### config.mk
export PLATFORM = sky130hd
export DESIGN_NAME = afe_dev_flat
export DESIGN_NICKNAME = d
export VERILOG_FILES = /design/src/hdl/afe_pkg.sv /design/src/hdl/afe_link_if.sv /design/src/hdl/afe_dev.sv /design/src/flat_wrapper.sv
export VERILOG_INCLUDE_DIRS = /design/src /design/src/hdl
export SDC_FILE = /design/constraint.sdc
export NUM_CORES = 1
export LEC_CHECK = 0
export BUFFER_PORTS_ARGS = -buffer_cell sky130_fd_sc_hd__buf_2
export CAP_MARGIN = 30
export CORE_MARGIN = 4
export CORE_UTILIZATION = 52
export DETAILED_ROUTE_END_ITERATION = 8
export GPL_TIMING_DRIVEN = 0
export PLACE_DENSITY_LB_ADDON = 0.05
export SYNTH_ARGS = -nofsm -noshare
export SYNTH_HDL_FRONTEND = slang
export SYNTH_SLANG_ARGS = --single-unit
### constraint.sdc
create_clock -name core_clk -period 1.52 [get_ports core_clk]
set_input_delay 0 -clock core_clk [delete_from_list [all_inputs] [get_ports core_clk]]
set_output_delay 0 -clock core_clk [all_outputs]
set_load 0.02 [all_outputs]
### src/hdl/afe_defines.svh
`ifndef AFE_DEFINES_SVH
`define AFE_DEFINES_SVH

// Device register addresses on the link.
`define AFE_A_CFG       3'h0
`define AFE_A_MUX       3'h1
`define AFE_A_GAIN_R    3'h2
`define AFE_A_GAIN_G    3'h3
`define AFE_A_GAIN_B    3'h4
`define AFE_A_OFFS_R    3'h5
`define AFE_A_OFFS_G    3'h6
`define AFE_A_OFFS_B    3'h7

// Configuration field positions.
`define AFE_CFG_RANGE   7
`define AFE_CFG_VREF    6
`define AFE_CFG_3CH     5
`define AFE_CFG_DSM     4
`define AFE_CFG_CLAMP   3
`define AFE_CFG_SLEEP   2

// Channel order field positions.
`define AFE_MUX_DIR     7
`define AFE_MUX_RED     6
`define AFE_MUX_GREEN   5
`define AFE_MUX_BLUE    4

// Writable bit masks; the other bits are kept at zero.
`define AFE_CFG_MASK    9'h0fc
`define AFE_MUX_MASK    9'h0f0
`define AFE_GAIN_MASK   9'h03f
`define AFE_OFFS_MASK   9'h1ff

// Reset values.
`define AFE_CFG_RST     9'h0f8
`define AFE_MUX_RST     9'h0c0
`define AFE_GAIN_RST    9'h000
`define AFE_OFFS_RST    9'h000

// Controller APB register byte addresses.
`define AFE_H_CMD       12'h000
`define AFE_H_STATUS    12'h004
`define AFE_H_RUN       12'h008

// Controller command and status field positions.
`define AFE_CMD_ADDR_LO 12
`define AFE_CMD_READ    16
`define AFE_ST_BUSY     0
`define AFE_ST_DONE     1
`define AFE_ST_DATA_LO  16

// Default converter clock period in core clock cycles.
`define AFE_CONV_DIV    8

`endif

### src/hdl/afe_pkg.sv
`default_nettype none
package afe_pkg;
    typedef logic [8:0] afe_word_t;
    typedef enum logic [1:0] {
        CH_RED,
        CH_GREEN,
        CH_BLUE
    } afe_chan_e;
    typedef enum logic [1:0] {
        H_IDLE,
        H_REQ,
        H_WAIT
    } afe_hstate_e;
endpackage
`default_nettype wire

### src/hdl/afe_link_if.sv
`default_nettype none
interface afe_link_if;
    logic             req;
    logic             we;
    logic [2:0]       addr;
    afe_pkg::afe_word_t wdata;
    logic             ack;
    afe_pkg::afe_word_t rdata;
    logic             data_sample_clock;
    logic             converter_clock;

    modport dev (
        input  req, we, addr, wdata, data_sample_clock, converter_clock,
        output ack, rdata
    );
    modport host (
        output req, we, addr, wdata, data_sample_clock, converter_clock,
        input  ack, rdata
    );
endinterface
`default_nettype wire

### src/hdl/afe_dev.sv
// The placing of the registers and the APB interface to the registers are this design's own decisions.
`include "afe_defines.svh"
`default_nettype none
module afe_dev (
    // Clock and reset.
    input  wire logic                core_clk,
    input  wire logic                rst_n,
    // Link to the controller.
    afe_link_if.dev                  link,
    // Operating mode outputs.
    output var  logic                full_scale_4v,
    output var  logic                int_ref_en,
    output var  logic                channel_count_select,
    output var  logic                double_sampling_mode,
    output var  logic                clamp_4v,
    output var  logic                sleep_select,
    // Active channel and its analog settings.
    output var  afe_pkg::afe_chan_e  active_channel,
    output var  logic [5:0]          gain_amplifier,
    output var  logic [7:0]          offset_mag,
    output var  logic                offset_neg
);
    afe_pkg::afe_word_t cfg_q;
    afe_pkg::afe_word_t mux_q;
    afe_pkg::afe_word_t gain_q [3];
    afe_pkg::afe_word_t offs_q [3];
    afe_pkg::afe_chan_e ch_q;
    afe_pkg::afe_chan_e ch_d;
    afe_pkg::afe_chan_e first_ch;
    afe_pkg::afe_chan_e single_ch;
    afe_pkg::afe_word_t rd_word;
    logic               conv_prev_q;
    logic               conv_fall;
    logic               wr;

    assign wr = link.req && link.we;

    // Configuration register; sleep does not touch any register.
    always_ff @(posedge core_clk or negedge rst_n) begin
        if (!rst_n) begin
            cfg_q <= `AFE_CFG_RST;
        end else if (wr && link.addr == `AFE_A_CFG) begin
            cfg_q <= link.wdata & `AFE_CFG_MASK;
        end
    end

    // Channel order register.
    always_ff @(posedge core_clk or negedge rst_n) begin
        if (!rst_n) begin
            mux_q <= `AFE_MUX_RST;
        end else if (wr && link.addr == `AFE_A_MUX) begin
            mux_q <= link.wdata & `AFE_MUX_MASK;
        end
    end

    // Per channel gain and offset registers, each decoded on its own address.
    for (genvar i = 0; i < 3; i++) begin : g_chan
        always_ff @(posedge core_clk or negedge rst_n) begin
            if (!rst_n) begin
                gain_q[i] <= `AFE_GAIN_RST;
                offs_q[i] <= `AFE_OFFS_RST;
            end else if (wr) begin
                if (link.addr == `AFE_A_GAIN_R + 3'(i)) begin
                    gain_q[i] <= link.wdata & `AFE_GAIN_MASK;
                end
                if (link.addr == `AFE_A_OFFS_R + 3'(i)) begin
                    offs_q[i] <= link.wdata & `AFE_OFFS_MASK;
                end
            end
        end
    end

    // Read mux for the link.
    always_comb begin
        case (link.addr)
            `AFE_A_CFG:    rd_word = cfg_q;
            `AFE_A_MUX:    rd_word = mux_q;
            `AFE_A_GAIN_R: rd_word = gain_q[0];
            `AFE_A_GAIN_G: rd_word = gain_q[1];
            `AFE_A_GAIN_B: rd_word = gain_q[2];
            `AFE_A_OFFS_R: rd_word = offs_q[0];
            `AFE_A_OFFS_G: rd_word = offs_q[1];
            default:       rd_word = offs_q[2];
        endcase
    end

    // Every request is answered one cycle later; reads return the word.
    always_ff @(posedge core_clk or negedge rst_n) begin
        if (!rst_n) begin
            link.ack   <= 1'b0;
            link.rdata <= 9'h000;
        end else begin
            link.ack <= link.req;
            if (link.req && !link.we) begin
                link.rdata <= rd_word;
            end
        end
    end

    // Falling edge detector on the converter clock.
    always_ff @(posedge core_clk or negedge rst_n) begin
        if (!rst_n) begin
            conv_prev_q <= 1'b0;
        end else begin
            conv_prev_q <= link.converter_clock;
        end
    end
    assign conv_fall = conv_prev_q && !link.converter_clock;

    // First channel of a sequence and the fixed single channel choice.
    always_comb begin
        first_ch = mux_q[`AFE_MUX_DIR] ? afe_pkg::CH_RED : afe_pkg::CH_BLUE;
        if (mux_q[`AFE_MUX_RED]) begin
            single_ch = afe_pkg::CH_RED;
        end else if (mux_q[`AFE_MUX_GREEN]) begin
            single_ch = afe_pkg::CH_GREEN;
        end else if (mux_q[`AFE_MUX_BLUE]) begin
            single_ch = afe_pkg::CH_BLUE;
        end else begin
            single_ch = afe_pkg::CH_RED;
        end
    end

    // Next multiplexer position.
    always_comb begin
        ch_d = ch_q;
        if (!cfg_q[`AFE_CFG_3CH]) begin
            ch_d = single_ch;
        end else if (cfg_q[`AFE_CFG_SLEEP]) begin
            ch_d = ch_q;
        end else if (link.data_sample_clock) begin
            ch_d = first_ch;
        end else if (conv_fall) begin
            case (ch_q)
                afe_pkg::CH_RED:   ch_d = mux_q[`AFE_MUX_DIR] ? afe_pkg::CH_GREEN
                                                             : first_ch;
                afe_pkg::CH_GREEN: ch_d = mux_q[`AFE_MUX_DIR] ? afe_pkg::CH_BLUE
                                                             : afe_pkg::CH_RED;
                afe_pkg::CH_BLUE:  ch_d = mux_q[`AFE_MUX_DIR] ? first_ch
                                                             : afe_pkg::CH_GREEN;
                default:           ch_d = first_ch;
            endcase
        end
    end

    // Multiplexer position register.
    always_ff @(posedge core_clk or negedge rst_n) begin
        if (!rst_n) begin
            ch_q <= afe_pkg::CH_RED;
        end else begin
            ch_q <= ch_d;
        end
    end

    // Mode outputs decoded from the configuration register.
    always_ff @(posedge core_clk or negedge rst_n) begin
        if (!rst_n) begin
            full_scale_4v        <= 1'b1;
            int_ref_en           <= 1'b1;
            channel_count_select <= 1'b1;
            double_sampling_mode <= 1'b1;
            clamp_4v             <= 1'b1;
            sleep_select         <= 1'b0;
        end else begin
            full_scale_4v        <= cfg_q[`AFE_CFG_RANGE];
            int_ref_en           <= cfg_q[`AFE_CFG_VREF];
            channel_count_select <= cfg_q[`AFE_CFG_3CH];
            double_sampling_mode <= cfg_q[`AFE_CFG_DSM];
            clamp_4v             <= cfg_q[`AFE_CFG_CLAMP];
            sleep_select         <= cfg_q[`AFE_CFG_SLEEP];
        end
    end

    // Settings of the active channel, one cycle behind the position.
    always_ff @(posedge core_clk or negedge rst_n) begin
        if (!rst_n) begin
            active_channel <= afe_pkg::CH_RED;
            gain_amplifier <= 6'h00;
            offset_mag     <= 8'h00;
            offset_neg     <= 1'b0;
        end else begin
            active_channel <= ch_q;
            gain_amplifier <= gain_q[ch_q][5:0];
            offset_mag     <= offs_q[ch_q][7:0];
            offset_neg     <= offs_q[ch_q][8] && (offs_q[ch_q][7:0] != 8'h00);
        end
    end
endmodule
`default_nettype wire

### src/flat_wrapper.sv
// flat-port wrapper written by rule: the top's interface ports become plain ports
module afe_dev_flat 
  (core_clk, rst_n, full_scale_4v, int_ref_en, channel_count_select, double_sampling_mode, clamp_4v, sleep_select, active_channel, gain_amplifier, offset_mag, offset_neg, link_req, link_we, link_addr, link_wdata, link_data_sample_clock, link_converter_clock, link_ack, link_rdata);
  afe_link_if link_i ();
  input  wire logic core_clk;
  input  wire logic rst_n;
  output var  logic full_scale_4v;
  output var  logic int_ref_en;
  output var  logic channel_count_select;
  output var  logic double_sampling_mode;
  output var  logic clamp_4v;
  output var  logic sleep_select;
  output var  afe_pkg::afe_chan_e active_channel;
  output var  logic [5:0] gain_amplifier;
  output var  logic [7:0] offset_mag;
  output var  logic offset_neg;
  input wire logic [$bits(link_i.req)-1:0] link_req;
  input wire logic [$bits(link_i.we)-1:0] link_we;
  input wire logic [$bits(link_i.addr)-1:0] link_addr;
  input wire logic [$bits(link_i.wdata)-1:0] link_wdata;
  input wire logic [$bits(link_i.data_sample_clock)-1:0] link_data_sample_clock;
  input wire logic [$bits(link_i.converter_clock)-1:0] link_converter_clock;
  output wire logic [$bits(link_i.ack)-1:0] link_ack;
  output wire logic [$bits(link_i.rdata)-1:0] link_rdata;
  assign link_i.req = link_req;
  assign link_i.we = link_we;
  assign link_i.addr = link_addr;
  assign link_i.wdata = link_wdata;
  assign link_i.data_sample_clock = link_data_sample_clock;
  assign link_i.converter_clock = link_converter_clock;
  assign link_ack = link_i.ack;
  assign link_rdata = link_i.rdata;
  afe_dev u_core (.core_clk(core_clk), .rst_n(rst_n), .link(link_i), .full_scale_4v(full_scale_4v), .int_ref_en(int_ref_en), .channel_count_select(channel_count_select), .double_sampling_mode(double_sampling_mode), .clamp_4v(clamp_4v), .sleep_select(sleep_select), .active_channel(active_channel), .gain_amplifier(gain_amplifier), .offset_mag(offset_mag), .offset_neg(offset_neg));
endmodule
# Word level (Yosys, flattened, before mapping)
# Cells that the tools add are included.
[totals]
regBits = 91
wordCells = 72
[op_classes]
magnitude_cmp = 1
eq_ne = 11
n_mux = 19
bitwise = 1
n_reduce_logical = 18
[op_table]
columns = ["cell", "n"]
rows = [
  ["$pmux W9 S7", 1],
  ["$bmux W9 S2", 2],
  ["$mux W2", 11],
  ["$mux W9", 2],
  ["$reduce_and A2 Y1", 7],
  ["$eq A3 B3 Y1 const B", 4],
  ["$mux W6", 2],
  ["$reduce_bool A8 Y1", 1],
  ["$eq A3 B2 Y1 const B", 2],
  ["$logic_and A1 B1 Y1", 6],
  ["$pmux W2 S3", 1],
  ["$eq A3 B1 Y1 const B", 1],
  ["$ge A3 B3 Y1 const B", 1],
  ["$logic_not A3 Y1", 1],
  ["$ne A3 B3 Y1 const B", 1],
  ["$not A2 Y3", 1],
  ["$eq A2 B1 Y1 const B", 1],
  ["$eq A2 B2 Y1 const B", 1],
  ["$logic_not A1 Y1", 2],
  ["$logic_not A2 Y1", 1],
  ["$ne A2 B2 Y1 const B", 1],
]

# Depth between registers and ports, before layout
[logic_depth]
ltp_word = 7
depth_mapped = 7
depth_no_buf = 4

# Worst setup path before layout
# OpenSTA, ideal clock, no wires.
[synth_path]
path_type = "reg2reg"
start = "register u_core.ch_q[0]"
end = "register u_core.offset_neg"
setup_time_ns = 0.131
arrival_time_ns = 1.326
path_slack_ns = 0.063
stages_incl_launch_ff = 8
path_buffers = 3
synth_period_minus_slack_ns = 1.457
cell_sequence = "dfrtp_1 buf_6 nor2b_1 buf_2 buf_2 o2bb2ai_1 nor4_1 a21oi_1"
[synth_between]
elab_chain_cells = 6
[synth_rtl]
columns = ["item", "line", "rtl"]
rows = [
  ["from (decl)", "afe_dev.sv:27", "afe_pkg::afe_chan_e ch_q;"],
  ["from (signal assigned)", "afe_dev.sv:149", "ch_q <= afe_pkg::CH_RED;"],
  ["from (signal assigned)", "afe_dev.sv:151", "ch_q <= ch_d;"],
  ["$not A2 Y3 (not written as such) *", "afe_dev.sv:185", "offset_neg <= offs_q[ch_q][8] && (offs_q[ch_q][7:0] != 8'h00);"],
  ["$bmux W9 S2 *", "afe_dev.sv:185", ""],
  ["$mux W9 (not written as such) * (2 in series)", "afe_dev.sv:185", ""],
  ["$reduce_bool A8 Y1", "afe_dev.sv:185", ""],
  ["$logic_and A1 B1 Y1 *", "afe_dev.sv:185", ""],
  ["to (signal assigned)", "afe_dev.sv:185", ""],
  ["to (decl)", "afe_dev.sv:21", "output var logic offset_neg"],
]
# Mark *: on every way between the ends. The rest lies on a longest branch, timed or not. The select of a mux whose other input is x is not followed.
# A chain may end at the register's enable or synchronous reset.

# Final worst setup path
[layout_path]
start = "input port link_req"
end = "register u_core.offs_q[15] in the netlist's numbering"
[layout_between]
elab_chain_cells = 2
[layout_rtl]
columns = ["item", "line", "rtl"]
rows = [
  ["from (decl)", "flat_wrapper.sv:17", "input wire logic [$bits(link_i.req)-1:0] link_req;"],
  ["$logic_and A1 B1 Y1", "afe_dev.sv:36", "assign wr = link.req && link.we;"],
  ["$reduce_and A2 Y1 (no source line)", "--", ""],
  ["to (signal, indexed assignment)", "afe_dev.sv:61", "offs_q[i] <= `AFE_OFFS_RST;"],
  ["to (signal, indexed assignment)", "afe_dev.sv:67", "offs_q[i] <= link.wdata & `AFE_OFFS_MASK;"],
  ["to (decl)", "afe_dev.sv:26", "afe_pkg::afe_word_t offs_q [3];"],
]
# Every way passes these cells.

==> metrics.cfg <==
[final_layout]
seqCellArea_mm2=0.00229
area_growth_syn_to_layout_pct=20.1
fin_area_mm2=0.00496
drive_above_1_share_pct=44.4
fin_util_pct=64.2
final_cell_mix=dfrtp_1 (79), mux2_2 (56), buf_2 (52)
nets=407
fill_cells=623
multi_input_area_mm2=0.00176
final_common_cell=dfrtp_1
final_cells=496
num_antenna_cells=0

[grt]
grt_start_max_net_pins=62
grt_pass1_wl_um=16300
grt_pass1_vias=3011
antenna_found_initial=0
track_usage_pct=22.1
grt.overflow.total=0

[placed_design]
routabilityCongestion=0.853
place.port_buffers=48
hpwl_um=6710
dp_cells=466
placed_area_mm2=0.00453

[pwr]
leakagePower_nw=2.23
p_per_area_mw_per_mm2=1590
vdd_ir_drop_max_mv=0.751

[yosys]
synth_ff_type=dfrtp_1
synth-simple-area-share_pct=8.15
synth_compound_area_share_pct=10.2
ys_types=47
synth-seq-cells=91
async_flop_share_pct=100
synthAdderAreaFrac_pct=0
synth-seq-area-share_pct=55.5
synthXorXnorAreaFrac_pct=0.212
muxShareOfSynthArea_pct=22.8
syn_inst=315
synth_top_family_by_area=multiplexers
synth_nets=333
synth_edf_count=0
syn_avg_cell_area_um2=13.1
yosys_warnings=0
synthesis.area_mm2=0.00413

[detailed_routing]
first_pass_iters=4
drc_errors=0
drt_iter0_drc=107
num_vias=2865
viasPerCell=5.78
wirelength_um=9910
drtAntennaViolNets=0
wl_per_cell_um=20.0

[die]
num_io_pins=51
die_w_um=97.1
start_util_pct=53.4
die_area_mm2=0.00943
coreArea_mm2=0.00773
die_h_um=97.1
rows=32

[setup_path]
critPathCaptureType=flip-flop
worstSetupStartpointType=input pin
crit-reg2reg-capture=u_core.offset_neg
critPathRequiredTime_ns=1.75
path_max_fanout=9
cp.arrival_ns=1.70
r2r-start=u_core.ch_q[1]
rr_worst_depth=5
critPathKind=in2reg
reg2reg_slack_ns=0.05

[sta]
setup_viol=0
period_needed_ns=1.47
finalClockSkew_ns=0.0169
clock.fmax_ghz=0.680
finalSetupTns_ns=0
worst_pin_slew_ns=0.620
slew_viol_final=0
post-route-period-util_pct=96.7
rsz0062_at_grt=yes
hold_viol=0
slew_headroom_pct=58.7

[hold_path]
hold_depth=2
hold_end=u_core.gain_q[5]
hp-class=in2reg
worstHoldStart=link_wdata[5]

[cts]
cts_root_buf=clkbuf_8
tritoncts=yes
cts.htree.levels=3
clk_pin_slew_ns=0.08
insertion_delay_ns=0.35
clockBufferDepth=2
clock_sinks=91
cts_buffers=9

[run_status]
status=finished, final reports clean

[job]
drv_cap=0

==> worst max path at each step <==
stage	startpoint	end	slack, ns
6_report	link_req	u_core.offs_q[15]	0.05
5_1_grt	u_core.ch_q[1]	u_core.offset_neg	-0.02
4_1_cts	u_core.ch_q[1]	u_core.offset_neg	0.02
3_5_place_dp	u_core.ch_q[0]	u_core.offset_neg	-0.17
3_3_place_gp	rst_n	u_core.gain_amplifier[5]	-0.36
2_1_floorplan	u_core.ch_q[0]	u_core.offset_neg	0.06
==> cells in the mapped netlist (3+ instances only) <==
master | n | share of area, %
a21oi_1 | 8 | 0.97
a221oi_1 | 4 | 0.85
a22oi_1 | 6 | 1.1
buf_2 | 8 | 0.97
buf_4 | 4 | 0.73
buf_6 | 3 | 0.82
clkbuf_1 | 4 | 0.36
dfrtp_1 | 79 | 48
dfstp_2 | 12 | 7.6
inv_1 | 3 | 0.27
mux2_2 | 56 | 15
mux2_4 | 6 | 2.2
mux2i_1 | 21 | 5.1
nand2_1 | 16 | 1.5
nand2b_1 | 4 | 0.61
nor2_1 | 11 | 1.0
nor2b_1 | 5 | 0.76
nor3_1 | 4 | 0.48
o21ai_0 | 14 | 1.7
o221ai_1 | 4 | 0.85
o22ai_1 | 3 | 0.45
o2bb2ai_1 | 8 | 1.7
==> logic make-up after synthesis <==
kind of cell / count (synthesis)
xor+xnor: 1
flops: 91
compound gates: 60
buf+inv: 22
simple gates: 57
mux: 84
==> final cells by class <==
class                   count  share of cell area [%]
flip-flops and latches     91                    46.2
multi-input cells         202                    35.5
repair buffers             64                    8.23
clock buffers              14                    3.08
plain buffers              18                    2.93
well taps                 102                    2.57
clock inverters             2                    1.21
inverters                   3                   0.227
==> where the power goes <==
| part | switching [mW] | internal [mW] | total (mW) |
|---|---|---|---|
| Sequential | 0.406 | 3.12 | 3.53 |
| Combinational | 1.39 | 1.20 | 2.59 |
| Clock | 0.796 | 0.977 | 1.77 |
==> sequential cells by signal, summed over array words and instances, names as in the netlist <==
signal / flops
u_core.offset_mag: 8
u_core.link.ack: 1
u_core.double_sampling_mode: 1
u_core.gain_amplifier: 6
u_core.ch_q: 2
u_core.clamp_4v: 1
u_core.link.rdata: 9
u_core.mux_q: 4
u_core.conv_prev_q: 1
u_core.offs_q: 27
u_core.offset_neg: 1
u_core.active_channel: 2
u_core.gain_q: 18
u_core.channel_count_select: 1
u_core.sleep_select: 1
u_core.full_scale_4v: 1
u_core.cfg_q: 6
u_core.int_ref_en: 1
==> what timing repair did <==
action	4_1_cts	5_1_grt
hold buffers	10	0
pin swaps	1	1
endpoints found under the setup margin	3	15
gates resized for setup	12	11
setup buffers	2	3
hold endpoints to repair	116	0
==> worst max-delay path, cell delays in order <==
cell and delay (ns):
dlygate4sd3_1 0.52, buf_2 0.16, nand3_4 0.11, nor2_2 0.50
mux2_2 0.40
==> routing by layer <==
metal	vias up	part of all wire, %	track usage [%]
met5	-	0	0
met4	0	1.7	7.56
met3	13	4.9	4.02
met2	99	48	34.8
met1	1456	46	31.1
li1	1297	-	-
==> metrics by stage <==
stage	power (mW)	hold slack, ns	worst slack, ns
final	7.89	0.0258	0.0504
after detailed placement	5.90	-0.0404	-0.174
after global placement	5.85	0.124	-0.365
after global routing	8.34	0.00480	-0.0232
after CTS	7.85	0.0198	0.0188
after floorplan	5.07	-0.296	0.0629
No activity file was read; power rests on OpenSTA's default activity.
